## config.mk

```make
export PLATFORM = sky130hd
export DESIGN_NAME = apms_sequencer
export DESIGN_NICKNAME = d
export VERILOG_FILES = /design/src/apms_pkg.sv /design/src/apms_sync.sv /design/src/apms_fifo.sv /design/src/apms_sequencer.sv
export VERILOG_INCLUDE_DIRS = /design/src
export SDC_FILE = /design/constraint.sdc
export NUM_CORES = 1
export LEC_CHECK = 0
export BUFFER_PORTS_ARGS = -buffer_cell sky130_fd_sc_hd__buf_2
export CAP_MARGIN = 20
export CORE_MARGIN = 3
export CORE_UTILIZATION = 55
export CTS_CLUSTER_SIZE = 8
export DETAILED_ROUTE_END_ITERATION = 16
export PLACE_DENSITY_LB_ADDON = 0.12
export SLEW_MARGIN = 15
export SYNTH_ARGS = -nofsm -noshare
export SYNTH_HDL_FRONTEND = slang
export SYNTH_SLANG_ARGS = --single-unit
export TNS_END_PERCENT = 5
```

## constraint.sdc

```tcl
create_clock -name clock_i -period 8.8 [get_ports clock_i]
set_clock_uncertainty 0.05 [all_clocks]
set_input_delay 0.88 -clock clock_i [delete_from_list [all_inputs] [get_ports clock_i]]
set_output_delay 0.88 -clock clock_i [all_outputs]
set_load 0.005 [all_outputs]
```

## src/apms_consts.svh

```systemverilog
`ifndef APMS_CONSTS_SVH
`define APMS_CONSTS_SVH

// Result and frame geometry
`define APMS_RES_W 12
`define APMS_FIFO_DEPTH 8
`define APMS_CNT_W 6

// Serial clock falling-edge thresholds counted from select fall
`define APMS_GLITCH_EDGES 6'h02
`define APMS_KEEP_EDGES 6'h0A
`define APMS_TRACK_EDGES 6'h0D
`define APMS_LAST_DATA_EDGE 6'h0D
`define APMS_RESULT_EDGES 6'h0E
`define APMS_TRAIL_EDGES 6'h10
`define APMS_SECOND_FIRST_EDGE 6'h12
`define APMS_SECOND_LAST_EDGE 6'h1D
`define APMS_DUAL_EDGES 6'h20

// Timing: figures in their own unit, cycle counts derived from the clock
`define APMS_CLK_PERIOD_PS 10000
`define APMS_PART_WAKE_PS 333000
`define APMS_PART_WAKE_CYC ((`APMS_PART_WAKE_PS + `APMS_CLK_PERIOD_PS - 1) / `APMS_CLK_PERIOD_PS)
`define APMS_FULL_WAKE_MS 6
// Worked in ns over the period in ns so no 32-bit intermediate overflows
`define APMS_FULL_WAKE_CYC ((`APMS_FULL_WAKE_MS * 1000000) / (`APMS_CLK_PERIOD_PS / 1000))
`define APMS_WAKE_W 20

`endif

```

## src/apms_pkg.sv

```systemverilog
`include "apms_consts.svh"

package apms_pkg;

  // Power state, one-hot
  typedef enum logic [2:0] {
    APMS_NORMAL = 3'h1,
    APMS_PARTIAL = 3'h2,
    APMS_FULL = 3'h4
  } apms_mode_e;

  // Both converter results of one sample instant
  typedef struct packed {
    logic [`APMS_RES_W-1:0] first;
    logic [`APMS_RES_W-1:0] second;
  } apms_pair_s;

  // One serial output pin, output enable low while driving
  typedef struct packed {
    logic data;
    logic oe_n;
  } apms_line_s;

  // Sequencer state
  typedef struct packed {
    apms_mode_e mode;
    logic in_frame;
    logic [`APMS_CNT_W-1:0] fall_cnt;
    apms_pair_s words;
    apms_line_s line_first;
    apms_line_s line_second;
    logic pop;
    logic conv_start;
    logic track;
    logic waking;
    logic wake_from_full;
    logic [`APMS_WAKE_W-1:0] wake_cnt;
    logic power_ready;
  } apms_seq_s;

endpackage : apms_pkg

```

## src/apms_sync.sv

```systemverilog
`timescale 1ns/1ps

module apms_sync #(
  parameter int W = 2
) (
  // Clock and reset
  input wire logic clock_i,
  input wire logic rstn_i,
  // Asynchronous inputs
  input wire logic [W-1:0] async_i,
  // Synchronised level and edge pulses
  output logic [W-1:0] level_o,
  output logic [W-1:0] rise_o,
  output logic [W-1:0] fall_o
);

  typedef struct packed {
    logic [W-1:0] meta;
    logic [W-1:0] stable;
    logic [W-1:0] prev;
  } apms_sync_s;

  apms_sync_s s;
  apms_sync_s next_s;

  // Two stages before use; edges look only at the settled stages
  always_comb begin
    next_s = s;
    next_s.meta = async_i;
    next_s.stable = s.meta;
    next_s.prev = s.stable;
  end

  // Idle high so no edge is seen at reset release
  always_ff @(posedge clock_i or negedge rstn_i) begin
    if (!rstn_i) begin
      s <= '1;
    end else begin
      s <= next_s;
    end
  end

  assign level_o = s.stable;
  assign rise_o = s.stable & ~s.prev;
  assign fall_o = ~s.stable & s.prev;

endmodule : apms_sync

```

## src/apms_fifo.sv

```systemverilog
`timescale 1ns/1ps

module apms_fifo #(
  parameter int W = 24,
  parameter int D = 8
) (
  // Clock and reset
  input wire logic clock_i,
  input wire logic rstn_i,
  // Fill side
  input wire logic in_valid_i,
  output logic in_ready_o,
  input wire logic [W-1:0] in_data_i,
  // Drain side
  output logic out_valid_o,
  input wire logic out_ready_i,
  output logic [W-1:0] out_data_o
);

  localparam int AW = $clog2(D);

  typedef struct packed {
    logic [D-1:0][W-1:0] mem;
    logic [AW-1:0] wr_ptr;
    logic [AW-1:0] rd_ptr;
    logic [AW:0] count;
    logic room;
  } apms_fifo_s;

  apms_fifo_s s;
  apms_fifo_s next_s;
  logic push;
  logic pop;

  // Empty comes from the count; room is registered so ready leaves a flop
  assign in_ready_o = s.room;
  assign out_valid_o = (s.count != '0);
  assign out_data_o = s.mem[s.rd_ptr];
  assign push = in_valid_i && in_ready_o;
  assign pop = out_valid_o && out_ready_i;

  // Pointers wrap at the depth, which need not be a power of two
  always_comb begin
    next_s = s;
    if (push) begin
      next_s.mem[s.wr_ptr] = in_data_i;
      next_s.wr_ptr = (s.wr_ptr == AW'(D - 1)) ? '0 : s.wr_ptr + 1'b1;
    end
    if (pop) begin
      next_s.rd_ptr = (s.rd_ptr == AW'(D - 1)) ? '0 : s.rd_ptr + 1'b1;
    end
    if (push && !pop) begin
      next_s.count = s.count + 1'b1;
    end else if (pop && !push) begin
      next_s.count = s.count - 1'b1;
    end
    next_s.room = (next_s.count != (AW+1)'(D));
  end

  // State register
  always_ff @(posedge clock_i or negedge rstn_i) begin
    if (!rstn_i) begin
      s <= '{mem: '0, wr_ptr: '0, rd_ptr: '0, count: '0, room: 1'b1};
    end else begin
      s <= next_s;
    end
  end

endmodule : apms_fifo

```

## src/apms_sequencer.sv

```systemverilog
// Operation
// RULE_01: Host holds select past 10 falls to stay powered
// RULE_02: Rise in falls 10..13 aborts, stays powered, floats
// RULE_03: Full result readout needs 14 serial clocks
// RULE_04: After 14 clocks lines drive until select rises
// RULE_05: Two more clocks give two trailing zeros
// RULE_06: Further 14 clocks give other converter's result
// RULE_07: Active line floats at 32nd fall or rise
// RULE_08: Host waits quiet gap and acquisition before next
// RULE_09: Normal, rise in falls 2..9 enters partial
// RULE_10: Normal, rise before 2nd fall keeps normal
// RULE_11: Dummy conversion past 10 falls wakes partial
// RULE_12: Partial, rise before 2nd fall stays partial
// RULE_13: Wake starts at fall, undone by early rise
// RULE_14: Partial, rise in falls 2..9 enters full
// RULE_15: Host need not finish clocks after power-down
// RULE_16: Full wake: dummy conversion then about 6 ms
// RULE_17: Host keeps quiet gap after partial wake
// RULE_18: Waking sampler tracks after first clock edge; code does so only from partial, from full not until select rise
// RULE_19: Host runs one dummy cycle after power-on
// RULE_20: Two dummy cycles for partial after power-on
// RULE_21: Three dummy cycles for full after power-on
// RULE_22: Host limits partial power-down to 100 us
// RULE_23: Count falls from select fall, judge at rise
// RULE_24: Two leading zeros, 12 bits, last at 14th
// RULE_25: Second line carries first result second half
// RULE_26: Select fall samples, starts conversions, drives lines
`timescale 1ns/1ps
`include "apms_consts.svh"

module apms_sequencer #(
  parameter int FULL_WAKE_DELAY_CYC = `APMS_FULL_WAKE_CYC
) (
  // Clock and reset
  input wire logic clock_i,
  input wire logic rstn_i,
  // Serial pins from the host
  input wire logic conv_sel_n_i,
  input wire logic serial_clk_i,
  // Serial data pins
  output apms_pkg::apms_line_s serial_out_first_o,
  output apms_pkg::apms_line_s serial_out_second_o,
  // Results from the two converters
  input wire logic res_valid_i,
  output logic res_ready_o,
  input wire apms_pkg::apms_pair_s res_data_i,
  // Converter control
  output logic conv_start_o,
  output logic track_o,
  output apms_pkg::apms_mode_e power_mode_o,
  output logic power_ready_o
);

  localparam logic [`APMS_WAKE_W-1:0] PART_WAKE = `APMS_WAKE_W'(`APMS_PART_WAKE_CYC);
  localparam logic [`APMS_WAKE_W-1:0] FULL_WAKE = `APMS_WAKE_W'(FULL_WAKE_DELAY_CYC);

  apms_pkg::apms_seq_s s;
  apms_pkg::apms_seq_s next_s;
  logic [1:0] rst_sync;
  logic rst_n;
  logic [1:0] pin_rise;
  logic [1:0] pin_fall;
  logic sel_rise;
  logic sel_fall;
  logic clk_rise;
  logic clk_fall;
  logic fifo_valid;
  apms_pkg::apms_pair_s fifo_data;
  logic [`APMS_CNT_W-1:0] cnt_inc;

  // Bit driven after c serial clock falls: zeros, word a, zeros, word b
  function automatic logic frame_bit(input logic [`APMS_CNT_W-1:0] c,
                                     input logic [`APMS_RES_W-1:0] a,
                                     input logic [`APMS_RES_W-1:0] b);
    logic [`APMS_CNT_W-1:0] idx;
    logic bit_out;
    idx = '0;
    bit_out = 1'b0;
    if (c >= `APMS_GLITCH_EDGES && c <= `APMS_LAST_DATA_EDGE) begin // RULE_03
      idx = `APMS_LAST_DATA_EDGE - c; // RULE_24
      bit_out = a[idx[3:0]];
    end else if (c >= `APMS_SECOND_FIRST_EDGE && c <= `APMS_SECOND_LAST_EDGE) begin
      idx = `APMS_SECOND_LAST_EDGE - c; // RULE_06
      bit_out = b[idx[3:0]];
    end
    return bit_out;
  endfunction : frame_bit

  // Reset released through two flip-flops
  always_ff @(posedge clock_i or negedge rstn_i) begin
    if (!rstn_i) begin
      rst_sync <= 2'h0;
    end else begin
      rst_sync <= {rst_sync[0], 1'b1};
    end
  end
  assign rst_n = rst_sync[1];

  // Pins cross into the clock domain; index 1 is select, 0 the serial clock
  apms_sync #(
    .W(2)
  ) u_sync (
    .clock_i(clock_i),
    .rstn_i(rst_n),
    .async_i({conv_sel_n_i, serial_clk_i}),
    .level_o(),
    .rise_o(pin_rise),
    .fall_o(pin_fall)
  );

  assign sel_rise = pin_rise[1];
  assign sel_fall = pin_fall[1];
  assign clk_rise = pin_rise[0];
  assign clk_fall = pin_fall[0];

  // Results queue until a select fall claims them
  apms_fifo #(
    .W($bits(apms_pkg::apms_pair_s)),
    .D(`APMS_FIFO_DEPTH)
  ) u_fifo (
    .clock_i(clock_i),
    .rstn_i(rst_n),
    .in_valid_i(res_valid_i),
    .in_ready_o(res_ready_o),
    .in_data_i(res_data_i),
    .out_valid_o(fifo_valid),
    .out_ready_i(s.pop),
    .out_data_o(fifo_data)
  );

  assign cnt_inc = s.fall_cnt + 1'b1;

  // Sequencer next state
  always_comb begin
    next_s = s;
    next_s.pop = 1'b0;
    next_s.conv_start = 1'b0;

    // Serial clock falls advance the frame and shift out the next bit
    if (s.in_frame && clk_fall && s.fall_cnt < `APMS_DUAL_EDGES) begin
      next_s.fall_cnt = cnt_inc; // RULE_23
      next_s.line_first.data = frame_bit(cnt_inc, s.words.first, s.words.second); // RULE_05
      next_s.line_second.data = frame_bit(cnt_inc, s.words.second, s.words.first); // RULE_25
      if (cnt_inc == `APMS_DUAL_EDGES) begin
        next_s.line_first.oe_n = 1'b1; // RULE_07
        next_s.line_second.oe_n = 1'b1;
      end
    end

    // Sampler back to track once the conversion no longer needs it
    if (s.in_frame && clk_rise && s.fall_cnt >= `APMS_TRACK_EDGES
        && s.mode == apms_pkg::APMS_NORMAL) begin
      next_s.track = 1'b1;
    end
    // Waking from partial, the first serial clock edge releases hold
    if (s.in_frame && (clk_rise || clk_fall) && s.waking
        && s.mode == apms_pkg::APMS_PARTIAL) begin
      next_s.track = 1'b1; // RULE_18
    end

    // Select fall: sample, start both conversions, drive first zero
    if (sel_fall) begin
      next_s.in_frame = 1'b1;
      next_s.fall_cnt = '0;
      next_s.conv_start = 1'b1; // RULE_26
      next_s.track = 1'b0;
      next_s.line_first = '{data: 1'b0, oe_n: 1'b0}; // RULE_24
      next_s.line_second = '{data: 1'b0, oe_n: 1'b0};
      if (fifo_valid) begin
        next_s.words = fifo_data;
        next_s.pop = 1'b1;
      end
      if (s.mode != apms_pkg::APMS_NORMAL) begin
        next_s.waking = 1'b1; // RULE_13
        next_s.wake_from_full = (s.mode == apms_pkg::APMS_FULL);
        next_s.wake_cnt = '0;
        next_s.power_ready = 1'b0;
      end
    end

    // Select rise: end the frame and judge the fall count
    if (sel_rise && s.in_frame) begin
      next_s.in_frame = 1'b0;
      next_s.line_first.oe_n = 1'b1; // RULE_04
      next_s.line_second.oe_n = 1'b1;
      if (s.fall_cnt < `APMS_GLITCH_EDGES) begin
        // Glitch on select: mode kept, any wake-up undone
        next_s.waking = 1'b0; // RULE_10 RULE_12 RULE_13
        next_s.track = (s.mode == apms_pkg::APMS_NORMAL);
      end else if (s.fall_cnt < `APMS_KEEP_EDGES) begin
        next_s.waking = 1'b0;
        next_s.track = 1'b0;
        next_s.power_ready = 1'b0;
        if (s.mode == apms_pkg::APMS_NORMAL) begin
          next_s.mode = apms_pkg::APMS_PARTIAL; // RULE_09
        end else begin
          next_s.mode = apms_pkg::APMS_FULL; // RULE_14
        end
      end else begin
        // Ten or more falls: powered; an early rise only aborts
        next_s.mode = apms_pkg::APMS_NORMAL; // RULE_02 RULE_11
        next_s.track = 1'b1;
      end
    end

    // Wake timer; ready needs both normal mode and the elapsed delay
    if (s.waking && !sel_fall) begin
      if (s.wake_cnt >= (s.wake_from_full ? FULL_WAKE : PART_WAKE)) begin
        next_s.waking = (next_s.mode != apms_pkg::APMS_NORMAL) && next_s.waking; // RULE_11
      end else begin
        next_s.wake_cnt = s.wake_cnt + 1'b1;
      end
    end
    if (!next_s.waking && next_s.mode == apms_pkg::APMS_NORMAL) begin
      next_s.power_ready = 1'b1;
    end
  end

  // State register; mode after power-on is not defined, reset picks normal
  always_ff @(posedge clock_i or negedge rst_n) begin
    if (!rst_n) begin
      s.mode <= apms_pkg::APMS_NORMAL;
      s.in_frame <= 1'b0;
      s.fall_cnt <= '0;
      s.words <= '0;
      s.line_first <= '{data: 1'b0, oe_n: 1'b1};
      s.line_second <= '{data: 1'b0, oe_n: 1'b1};
      s.pop <= 1'b0;
      s.conv_start <= 1'b0;
      s.track <= 1'b1;
      s.waking <= 1'b0;
      s.wake_from_full <= 1'b0;
      s.wake_cnt <= '0;
      s.power_ready <= 1'b1;
    end else begin
      s.mode <= next_s.mode;
      s.in_frame <= next_s.in_frame;
      s.fall_cnt <= next_s.fall_cnt;
      s.words <= next_s.words;
      s.line_first <= next_s.line_first;
      s.line_second <= next_s.line_second;
      s.pop <= next_s.pop;
      s.conv_start <= next_s.conv_start;
      s.track <= next_s.track;
      s.waking <= next_s.waking;
      s.wake_from_full <= next_s.wake_from_full;
      s.wake_cnt <= next_s.wake_cnt;
      s.power_ready <= next_s.power_ready;
    end
  end

  // Outputs straight from the state register
  assign serial_out_first_o = s.line_first;
  assign serial_out_second_o = s.line_second;
  assign conv_start_o = s.conv_start;
  assign track_o = s.track;
  assign power_mode_o = s.mode;
  assign power_ready_o = s.power_ready;
endmodule : apms_sequencer

```

==> qor.yml, run 1 <==
status:
  status: "finished clean"
cts:
  clockBufferDepth: 3
  cts_hold_buf: 0
  path_clk_slew_ps: 50
  clkLatencyLatePin_ps: 520
  h-tree-depth: 2
  cts_setup_buffers: 0
  post_cts_resized: 0
  cts_tree: "done"
  clockRootBuffer: "clkbuf_16"
  cts.sink_count: 274
  numCtsBuffers: 40
floorplanning:
  ioPinCount: 40
  die_w_um: 159
  num_rows: 55
  start_util_pct: 56.4
  coreArea_um2: 22800
  die_area_um2: 25200
  die_h_um: 159
power:
  irDropWorstVdd_mv: 0.194
  p_leak_nw: 6.14
  powerDensity_nw_per_um2: 362
critical_path:
  worstPathArrival_ps: 3380
  critPathMaxFanout: 11
  start_kind: "flip-flop"
  worstSetupEndpointType: "flip-flop"
  cp_common_cell: "inv_1"
  startpoint: "s[21]"
  required_ps: 9190
  r2r_slack_ps: 5810
  crit_slowest_cell: "a32oi_1"
  cp_cell_sequence: "inv_1 -> ha_1 -> inv_1 -> o2111ai_1 -> a21oi_1 -> a32oi_1 -> buf_4 -> mux2_4 -> mux2i_4"
  crit_path_max_incr_delay_ps: 810
  reg2reg_from: "s[21]"
  crit_buf_inv: 3
  cp_top_family: "compound AO/OA/AOI/OAI gates"
  crit_type: "reg -> reg"
synth:
  async_reset_ff_share_pct: 100
  synth-edff-count: 0
  postSynthCellCount: 933
  yosys_warnings: 0
  synth_nets: 987
  ys_types: 61
  syn_area_um2: 12900
  synth_area_leaders: "dfrtp_1, mux2_2, mux4_2"
  synth_top_area_share_pct: 51.2
  ys.flop_type: "dfrtp_1"
  ys_ff_latch: 274
  synth_top_cell_by_area: "dfrtp_1"
  ys_seq_area_share_pct: 53.5
  avgSynthCellArea_um2: 13.8
finish:
  final_net_count: 1027
  final_core_util_pct: 63.3
  final_layout_size_suffix_gt1_share_pct: 38.4
  antenna_cells: 0
  synthToLayoutAreaGrowth_pct: 12.2
global_routing:
  grtUsageTotal_pct: 21.3
  grt_max_degree: 77
  grt_pass1_vias: 7953
  overflow: 0
  grt_pass1_wl_um: 43600
  antenna_found_initial: 0
timing:
  final_hold_viol_count: 0
  tightestPinTransition_ps: 1050
  rsz0062_at_grt: "no"
  fmax_ghz: 0.335
  setup_tns_ps: 0
  final.min_clock_period_ps: 2990
  drv_slew: 0
  slew_headroom_pct: 30.1
  setup_viol: 0
  finalCritPeriodShare_pct: 34.0
routing:
  drt_iter0_drc: 446
  firstDrtPassIters: 4
  post_drt_via_cell_ratio: 5.78
  wirelength_um: 25800
  wire_per_inst_um: 19.8
  ant_nets: 0
  drcViolationCount: 0
  vias: 7522
run:
  cap_violations: 0
worst_hold_path:
  min_path_type: "in -> async"
placement:
  place_hpwl_um: 15300
  gp_congestion: 0.771
  placement.io_buffers: 39
==> where the power goes <==
group	internal, mW	leakage (nW)	total [mW]	switching, mW
registers	1.82	3.31	2.15	0.328
logic	0.993	2.29	1.70	0.704
clock network	0.846	0.544	1.37	0.524
==> synth_stat cells, types with 15 or more instances <==
cell,instances
mux4_2,54
nand3_1,19
inv_1,18
buf_2,24
mux2_2,195
a21oi_1,38
ha_1,25
o21ai_0,15
dfrtp_1,263
nor2_1,54
clkbuf_1,17
mux2i_1,35
nand2_1,43
==> flip-flops by register name, summed over array words and instances (netlist names) <==
| signal | cells |
|---|---|
| serial_out_first_o | 2 |
| u_sync.next_s | 2 |
| u_fifo.in_ready_o | 1 |
| s | 54 |
| u_sync.level_o | 2 |
| u_sync.s | 2 |
| serial_out_second_o | 1 |
| conv_start_o | 1 |
| track_o | 1 |
| power_ready_o | 1 |
| power_mode_o | 3 |
| rst_sync | 2 |
| u_fifo.s | 202 |
==> placed cells by master, fill, tap and decap left out, types with 4 or more instances in the layout <==
cell type	n
o21ai_0	15
o22ai_1	4
buf_4	15
inv_1	18
nor2_1	47
xnor2_1	7
nor3_1	11
mux2i_1	35
nand4_1	7
mux4_2	54
clkbuf_16	41
nor2_2	6
nand3_1	19
a31oi_1	5
or3_1	8
dfrtp_1	260
nand2_1	43
buf_2	39
nand2b_1	9
ha_1	25
mux2_2	195
dfstp_2	11
a21o_1	4
a21oi_1	38
clkbuf_1	13
==> layer usage <==
layer  share of wire, %  global-route usage, %
met3                3.4                   3.68
met5                  0                      0
met2                 48                   34.1
met1                 47                   30.8
met4                1.5                   4.89
==> layout make-up <==
cell class	instances	area, um^2
clock buffer	54	1070
tap	313	392
multi-input combinational	585	5640
inverter	18	67.6
fill	1712	8370
clock inverter	3	48.8
timing repair buffer	54	308
sequential	274	6880
==> final timing paths <==
path                           endpoint  cells after the start
hold / removal              rst_sync[1]                      1
min in group clock_i        rst_sync[1]                      0
hold reg to reg             rst_sync[1]                      0
max in group asynchronous  u_fifo.s[58]                      1
setup reg to reg                   s[3]                      9
setup / recovery                   s[3]                      9
==> stage by stage <==
step           setup slack [ps]  hold WS (ps)  cell area, um^2  std cells  total power, mW
3_5_place_dp               5590           292            13300       1244             3.88
4_1_cts                    5860          68.8            14400       1301             5.28
6_report                   5810          89.7            14400       1301             5.21
5_1_grt                    5590          68.4            14400       1301             5.56
2_1_floorplan               568           281            12900        933             3.47
3_3_place_gp               5650           289            13300       1244             3.82
==> cells by family (layout without fill, tap and decap cells) <==
family | Yosys count | in the layout | synth area share [%]
buf+inv | 74 | 129 | 2.80
compound gates | 89 | 89 | 4.29
fa+ha+maj | 27 | 27 | 2.59
xor+xnor | 11 | 11 | 0.857
flops | 274 | 274 | 53.5
simple gates | 171 | 171 | 6.40
mux | 286 | 286 | 29.6
other cells | 1 | 1 | 0.0292
Power figures use the tool's default switching activity.
==> run 2: changes to the inputs <==
clock period = 2.71 ns   (was 8.8 ns; I/O delays follow)
==> run 2 against run 1 <==
Largest power group unchanged; critical endpoint is now s[4]; cell area is 1.9% higher; hold slack worse by 69 ps; combinational power grew to 3.3 times the previous value; total power grew to 3.3 times the previous value; global-route usage is 0.47 points higher; highest routed layer unchanged.
==> qor.yml, run 2 (synthesized netlist as in run 1, its figures left out) <==
cts:
  clockRootBuffer: "clkbuf_16"  # unchanged
  post_cts_resized: 0  # unchanged
  cts_tree: "done"  # unchanged
  h-tree-depth: 2  # unchanged
  cts.sink_count: 274  # unchanged
  clkLatencyLatePin_ps: 530  # was 520 ps
  numCtsBuffers: 40  # unchanged
  clockBufferDepth: 3  # unchanged
  path_clk_slew_ps: 50  # about the same
power:
  p_seq_share_pct: 40.8  # was 41.2%
  p_int_mw: 12.0  # was 3.66 mW
  p_clk_share_pct: 25.9  # was 26.3%
  p_leak_nw: 6.26  # was 6.14 nW
  irDropWorstVdd_mv: 0.779  # was 0.194 mV
  p_sw_mw: 5.08  # was 1.56 mW
  total_power_mw: 17.1  # was 5.21 mW
  swShare_pct: 29.8  # about the same
  powerDensity_nw_per_um2: 1160  # was 362 nW/um^2
  combPwrFrac_pct: 33.3  # was 32.5%
global_routing:
  overflow: 0  # unchanged
  grt_max_degree: 65  # was 77
  antenna_found_initial: 0  # unchanged
  grtUsageTotal_pct: 21.7  # was 21.3%
  grt_pass1_vias: 8041  # was 7953
  grt_pass1_wl_um: 44200  # was 43600 um
finish:
  synthToLayoutAreaGrowth_pct: 14.2  # was 12.2%
  final_net_count: 1043  # was 1027
  mostFrequentLayoutCell: "dfrtp_1"  # unchanged
  nFillCells: 1707  # was 1712
  fin_cells: 1318  # was 1301
  final_layout_size_suffix_gt1_share_pct: 38.9  # was 38.4%
  largest_reg_flops: 202  # unchanged
  final_core_util_pct: 64.5  # was 63.3%
  antenna_cells: 0  # unchanged
  layout_common_cells: "dfrtp_1, mux2_2, mux4_2"  # unchanged
  largest_register: "u_fifo.s"  # unchanged
  final_area_um2: 14700  # was 14400 um^2
placement:
  dp_cells: 1256  # was 1244
  pre_cts_slack_ps: 204  # was 5590 ps
  placement.io_buffers: 39  # unchanged
  placed_area_um2: 13500  # was 13300 um^2
  place_hpwl_um: 15700  # was 15300 um
  gp_congestion: 0.802  # was 0.771
routing:
  drt-met1-wl_um: 12200  # was 12100 um
  firstDrtPassIters: 4  # unchanged
  wire_per_inst_um: 19.9  # was 19.8 um
  drcViolationCount: 0  # unchanged
  wirelength_um: 26200  # was 25800 um
  post_drt_via_cell_ratio: 5.77  # was 5.78
  ant_nets: 0  # unchanged
  top_layer: "met4"  # unchanged
  drt_iter0_drc: 454  # was 446
  vias: 7611  # was 7522
  wl_met3_um: 1040  # was 867 um
  wl_met2_um: 12600  # was 12400 um
critical_path:
  crit_slowest_cell: "dfrtp_1"  # was a32oi_1
  worstSetupEndpointType: "flip-flop"  # unchanged
  crit_buf_inv: 2  # was 3
  required_ps: 3120  # was 9190 ps
  cp_cell_sequence: "inv_1 -> ha_1 -> a21o_1 -> a211oi_2 -> and3_1 -> a32oi_1 -> buf_4 -> or3_1 -> a21oi_1"  # was inv_1 -> ha_1 -> inv_1 -> o2111ai_1 -> a21oi_1 -> a32oi_1 -> buf_4 -> mux2_4 -> mux2i_4
  critPathMaxFanout: 20  # was 11
  crit_type: "reg -> reg"  # unchanged
  cp_top_family: "compound AO/OA/AOI/OAI gates"  # unchanged
  start_kind: "flip-flop"  # unchanged
  worstPathArrival_ps: 2930  # was 3380 ps
  crit_path_max_incr_delay_ps: 390  # was 810 ps
worst_hold_path:
  min_path_type: "in -> reg"  # was in -> async
floorplanning:
  start_util_pct: 56.4  # unchanged
  die_w_um: 159  # unchanged
  die_area_um2: 25200  # unchanged
  die_h_um: 159  # unchanged
  ioPinCount: 40  # unchanged
  coreArea_um2: 22800  # unchanged
  num_rows: 55  # unchanged
timing:
  rsz0062_at_grt: "no"  # unchanged
  final_hold_viol_count: 0  # unchanged
  setup_viol: 0  # unchanged
  slew_headroom_pct: 60.4  # was 30.1%
  final.min_clock_period_ps: 2530  # was 2990 ps
  finalCritPeriodShare_pct: 93.2  # was 34.0%
  fmax_ghz: 0.396  # was 0.335 GHz
  drv_slew: 0  # unchanged
  holdWs_ps: 21.0  # was 89.7 ps
  setup_tns_ps: 0  # unchanged
  worst_slack_ps: 184  # was 5810 ps
  tightestPinTransition_ps: 593  # was 1050 ps
status:
  status: "finished clean"  # unchanged
run:
  cap_violations: 0  # unchanged
-- run 2: cell count changes in the layout (fill, tap and decap cells not counted) --
cell,change
inv_6,+1
nor2_2,-1
clkbuf_16,-1
inv_16,-1
dlygate4sd3_1,+4
clkbuf_1,+1
buf_12,+12
nor2_4,+1
clkinv_8,+1
-- run 2: cell type report --
class | count | area, um^2 | share of cell area (%)
clock buffers | 54 | 1050 | 7.18
clock inverters | 4 | 53.8 | 0.366
inverters | 18 | 67.6 | 0.460
multi-input cells | 585 | 5650 | 38.5
flip-flops and latches | 274 | 6880 | 46.9
well taps | 313 | 392 | 2.67
repair buffers | 70 | 588 | 4.01
-- run 2: worst paths after layout --
path / end / cells past startpoint / slack (ps) / startpoint
max: s[4] / 9 / 180 / s[21]
min: u_fifo.s[28] / 2 / 20 / res_data_i[17]
max reg2reg: s[4] / 9 / 180 / s[21]
min reg2reg: u_fifo.s[188] / 0 / 290 / rst_sync[1]
max in group asynchronous: u_fifo.in_ready_o / 1 / 1530 / rst_sync[1]
min in group asynchronous: u_fifo.s[188] / 0 / 290 / rst_sync[1]
-- run 2: per-layer routing --
layer	vias up	track usage [%]
met5	-	0
met4	0	5.77
met3	37	3.55
met2	128	34.5
met1	3915	31.6
li1	3531	-
-- run 2: timing repair --
action                                 in CTS  in global routing
buffers inserted                            0                  0
hold buffers                                4                  0
endpoints found under the hold margin       4                  0
-- run 2: power by group through the flow --
stage	registers (mW)	clock network [mW]	logic, mW
2_1_floorplan	6.62	0	4.63
3_3_place_gp	6.94	0	5.59
4_1_cts	6.96	4.52	5.79
5_1_grt	7.21	4.76	6.23
6_report	6.96	4.42	5.68
3_5_place_dp	7.01	0	5.75
==> run 3: changes to the inputs <==
BUFFER_PORTS_ARGS = unset   (was -buffer_cell sky130_fd_sc_hd__buf_2)
DONT_BUFFER_PORTS = 1   (was unset)
MAX_ROUTING_LAYER = met4   (was unset)
==> run 3 against run 2 <==
Register-to-register slack worse by 20 ps; first-iteration DRC count decreased by 4.2%; clock power hardly changed; critical path depth is the same; cell count decreased by 0.76%; total power increased by 0.89%; maximum frequency decreased by 0.61%; utilization rose by 0.47 points; clock-buffer cell count down 2; combinational power hardly changed; wire length grew 3.9%; sequential share of layout area fell by 0.34 points.
==> qor.yml, run 3 (synthesized netlist as in run 1, its figures left out) <==
status:
  status: "finished clean"  # unchanged
global_routing:
  grtUsageMet2_pct: 37.4  # was 34.5%
  overflow: 0  # unchanged
  grt.busiest_layer: "met2"  # unchanged
  antenna_found_initial: 1  # was 0
  use_met1_pct: 28.6  # was 31.6%
  met3_usage_pct: 4.25  # was 3.55%
  grt_max_degree: 55  # was 65
  grt_pass1_vias: 8462  # was 8041
  grtUsageTotal_pct: 22.6  # was 21.7%
  grt_pass1_wl_um: 44500  # was 44200 um
cts:
  clockRootBuffer: "clkbuf_16"  # unchanged
  cts.sink_count: 274  # unchanged
  h-tree-depth: 2  # unchanged
  clockBufferDepth: 3  # unchanged
  numCtsBuffers: 40  # unchanged
  clkLatencyLatePin_ps: 530  # about the same
  cts_tree: "done"  # unchanged
  path_clk_slew_ps: 60  # was 50 ps
power:
  powerDensity_nw_per_um2: 1160  # about the same
  p_leak_nw: 6.22  # was 6.26 nW
  irDropWorstVdd_mv: 0.701  # was 0.779 mV
  total_power_mw: 17.2  # was 17.1 mW
critical_path:
  worstReg2RegEnd: "s[19]"  # was s[4]
  required_ps: 3090  # was 3120 ps
  reg2reg_from: "s[21]"  # unchanged
  start_kind: "flip-flop"  # unchanged
  endpoint: "s[19]"  # was s[4]
  cp.depth: 9  # unchanged
  startpoint: "s[21]"  # unchanged
  worstSetupEndpointType: "flip-flop"  # unchanged
  reg2regPathDepth: 9  # unchanged
  crit_buf_inv: 2  # unchanged
  cp_cell_sequence: "clkinvlp_4 -> ha_1 -> or3_1 -> a21oi_2 -> and3_1 -> a32oi_1 -> buf_4 -> nor3_1 -> mux2i_1"  # was inv_1 -> ha_1 -> a21o_1 -> a211oi_2 -> and3_1 -> a32oi_1 -> buf_4 -> or3_1 -> a21oi_1
  crit_path_max_incr_delay_ps: 410  # was 390 ps
  worstPathArrival_ps: 2920  # was 2930 ps
  crit_type: "reg -> reg"  # unchanged
  critPathMaxFanout: 18  # was 20
  r2r_slack_ps: 170  # was 180 ps
  cp_top_family: "simple AND/OR/NAND/NOR gates"  # was compound AO/OA/AOI/OAI gates
  crit_slowest_cell: "dfrtp_1"  # unchanged
finish:
  final_layout_size_suffix_gt1_share_pct: 36.1  # was 38.9%
  final_core_util_pct: 64.9  # was 64.5%
  register_area_um2: 6880  # unchanged
  multi_input_area_um2: 5640  # was 5650 um^2
  nFillCells: 1614  # was 1707
  layout_common_cells: "dfrtp_1, mux2_2, mux4_2"  # unchanged
  mostFrequentLayoutCell: "dfrtp_1"  # unchanged
  synthToLayoutAreaGrowth_pct: 15.1  # was 14.2%
  largest_register: "u_fifo.s"  # unchanged
  final_net_count: 1034  # was 1043
  largest_reg_flops: 202  # unchanged
timing:
  drv_slew: 0  # unchanged
  rsz0062_at_grt: "no"  # unchanged
  final_hold_viol_count: 0  # unchanged
  tightestPinTransition_ps: 631  # was 593 ps
  fmax_ghz: 0.393  # was 0.396 GHz
  final.min_clock_period_ps: 2540  # was 2530 ps
  worst_slack_ps: 169  # was 184 ps
  finalCritPeriodShare_pct: 93.8  # was 93.2%
  slew_headroom_pct: 58.0  # was 60.4%
  setup_viol: 0  # unchanged
floorplanning:
  die_area_um2: 25200  # unchanged
  die_w_um: 159  # unchanged
  start_util_pct: 56.4  # unchanged
  coreArea_um2: 22800  # unchanged
  die_h_um: 159  # unchanged
  num_rows: 55  # unchanged
  ioPinCount: 40  # unchanged
routing:
  wirelength_um: 27300  # was 26200 um
  drt_iter0_drc: 435  # was 454
  drcViolationCount: 0  # unchanged
  vias: 7737  # was 7611
  wire_per_inst_um: 20.8  # was 19.9 um
  ant_nets: 0  # unchanged
  firstDrtPassIters: 4  # unchanged
  post_drt_via_cell_ratio: 5.92  # was 5.77
placement:
  pre_cts_slack_ps: 203  # was 204 ps
  gp_congestion: 0.857  # was 0.802
  place_hpwl_um: 16700  # was 15700 um
  placement.io_buffers: 0  # was 39
run:
  cap_violations: 0  # unchanged
worst_hold_path:
  min_path_type: "in -> reg"  # unchanged
## run 3: cell count changes in the layout (fill, tap and decap cells not counted), moves of 2 or more
| cell | delta |
|---|---|
| clkinv_16 | +2 |
| buf_2 | -39 |
| buf_4 | +6 |
| dlygate4sd3_1 | +24 |
| clkbuf_1 | -2 |
## run 3: layout make-up
class / count / share of cell area, %
flip-flops and latches: 274 / 46.5
multi-input cells: 585 / 38.2
clock buffers: 52 / 7.07
repair buffers: 61 / 4.59
well taps: 313 / 2.65
clock inverters: 4 / 0.525
inverters: 18 / 0.482
diodes: 1 / 0.0169
## run 3: metrics by stage
step           hold WS, ps  cells  cell area (um^2)  setup TNS, ps
4_1_cts               2.44   1306             14800              0
2_1_floorplan        -74.6    933             12900         -19300
5_1_grt               70.7   1308             14800              0
3_3_place_gp         -74.5   1222             13400              0
6_report              24.3   1308             14800              0
3_5_place_dp         -74.5   1222             13400              0
## run 3: power breakdown
part | internal, mW | switching, mW
clock | 2.69 | 1.73
sequential | 5.91 | 1.16
combinational | 3.41 | 2.30
## run 3: repair_timing
action,in CTS,in global routing
endpoints found under the setup margin,0,2
buffers inserted,0,1
endpoints found under the hold margin,196,0
gates resized for setup,0,1
hold buffers,28,0
## run 3: worst min path at each step
stage                       end  slack, ps  cells past startpoint   startpoint
floorplan           rst_sync[0]        -70                      0       rstn_i
global placement    rst_sync[0]        -70                      0       rstn_i
detailed placement  rst_sync[0]        -70                      0       rstn_i
CTS                 u_fifo.s[8]          2                      3  res_valid_i
global route        u_fifo.s[8]         70                      3  res_valid_i
finish              u_fifo.s[8]         20                      3  res_valid_i
## run 3: layer usage
layer	up-vias	part of all wire, %
met3	45	3.9
met5	-	0
met4	0	2.1
met2	146	50
met1	4054	44
li1	3492	-
## run 3: tightest hold or removal path: stages
cell	delay, ps
nand2_1	150
nand2_1	70
o21ai_0	70
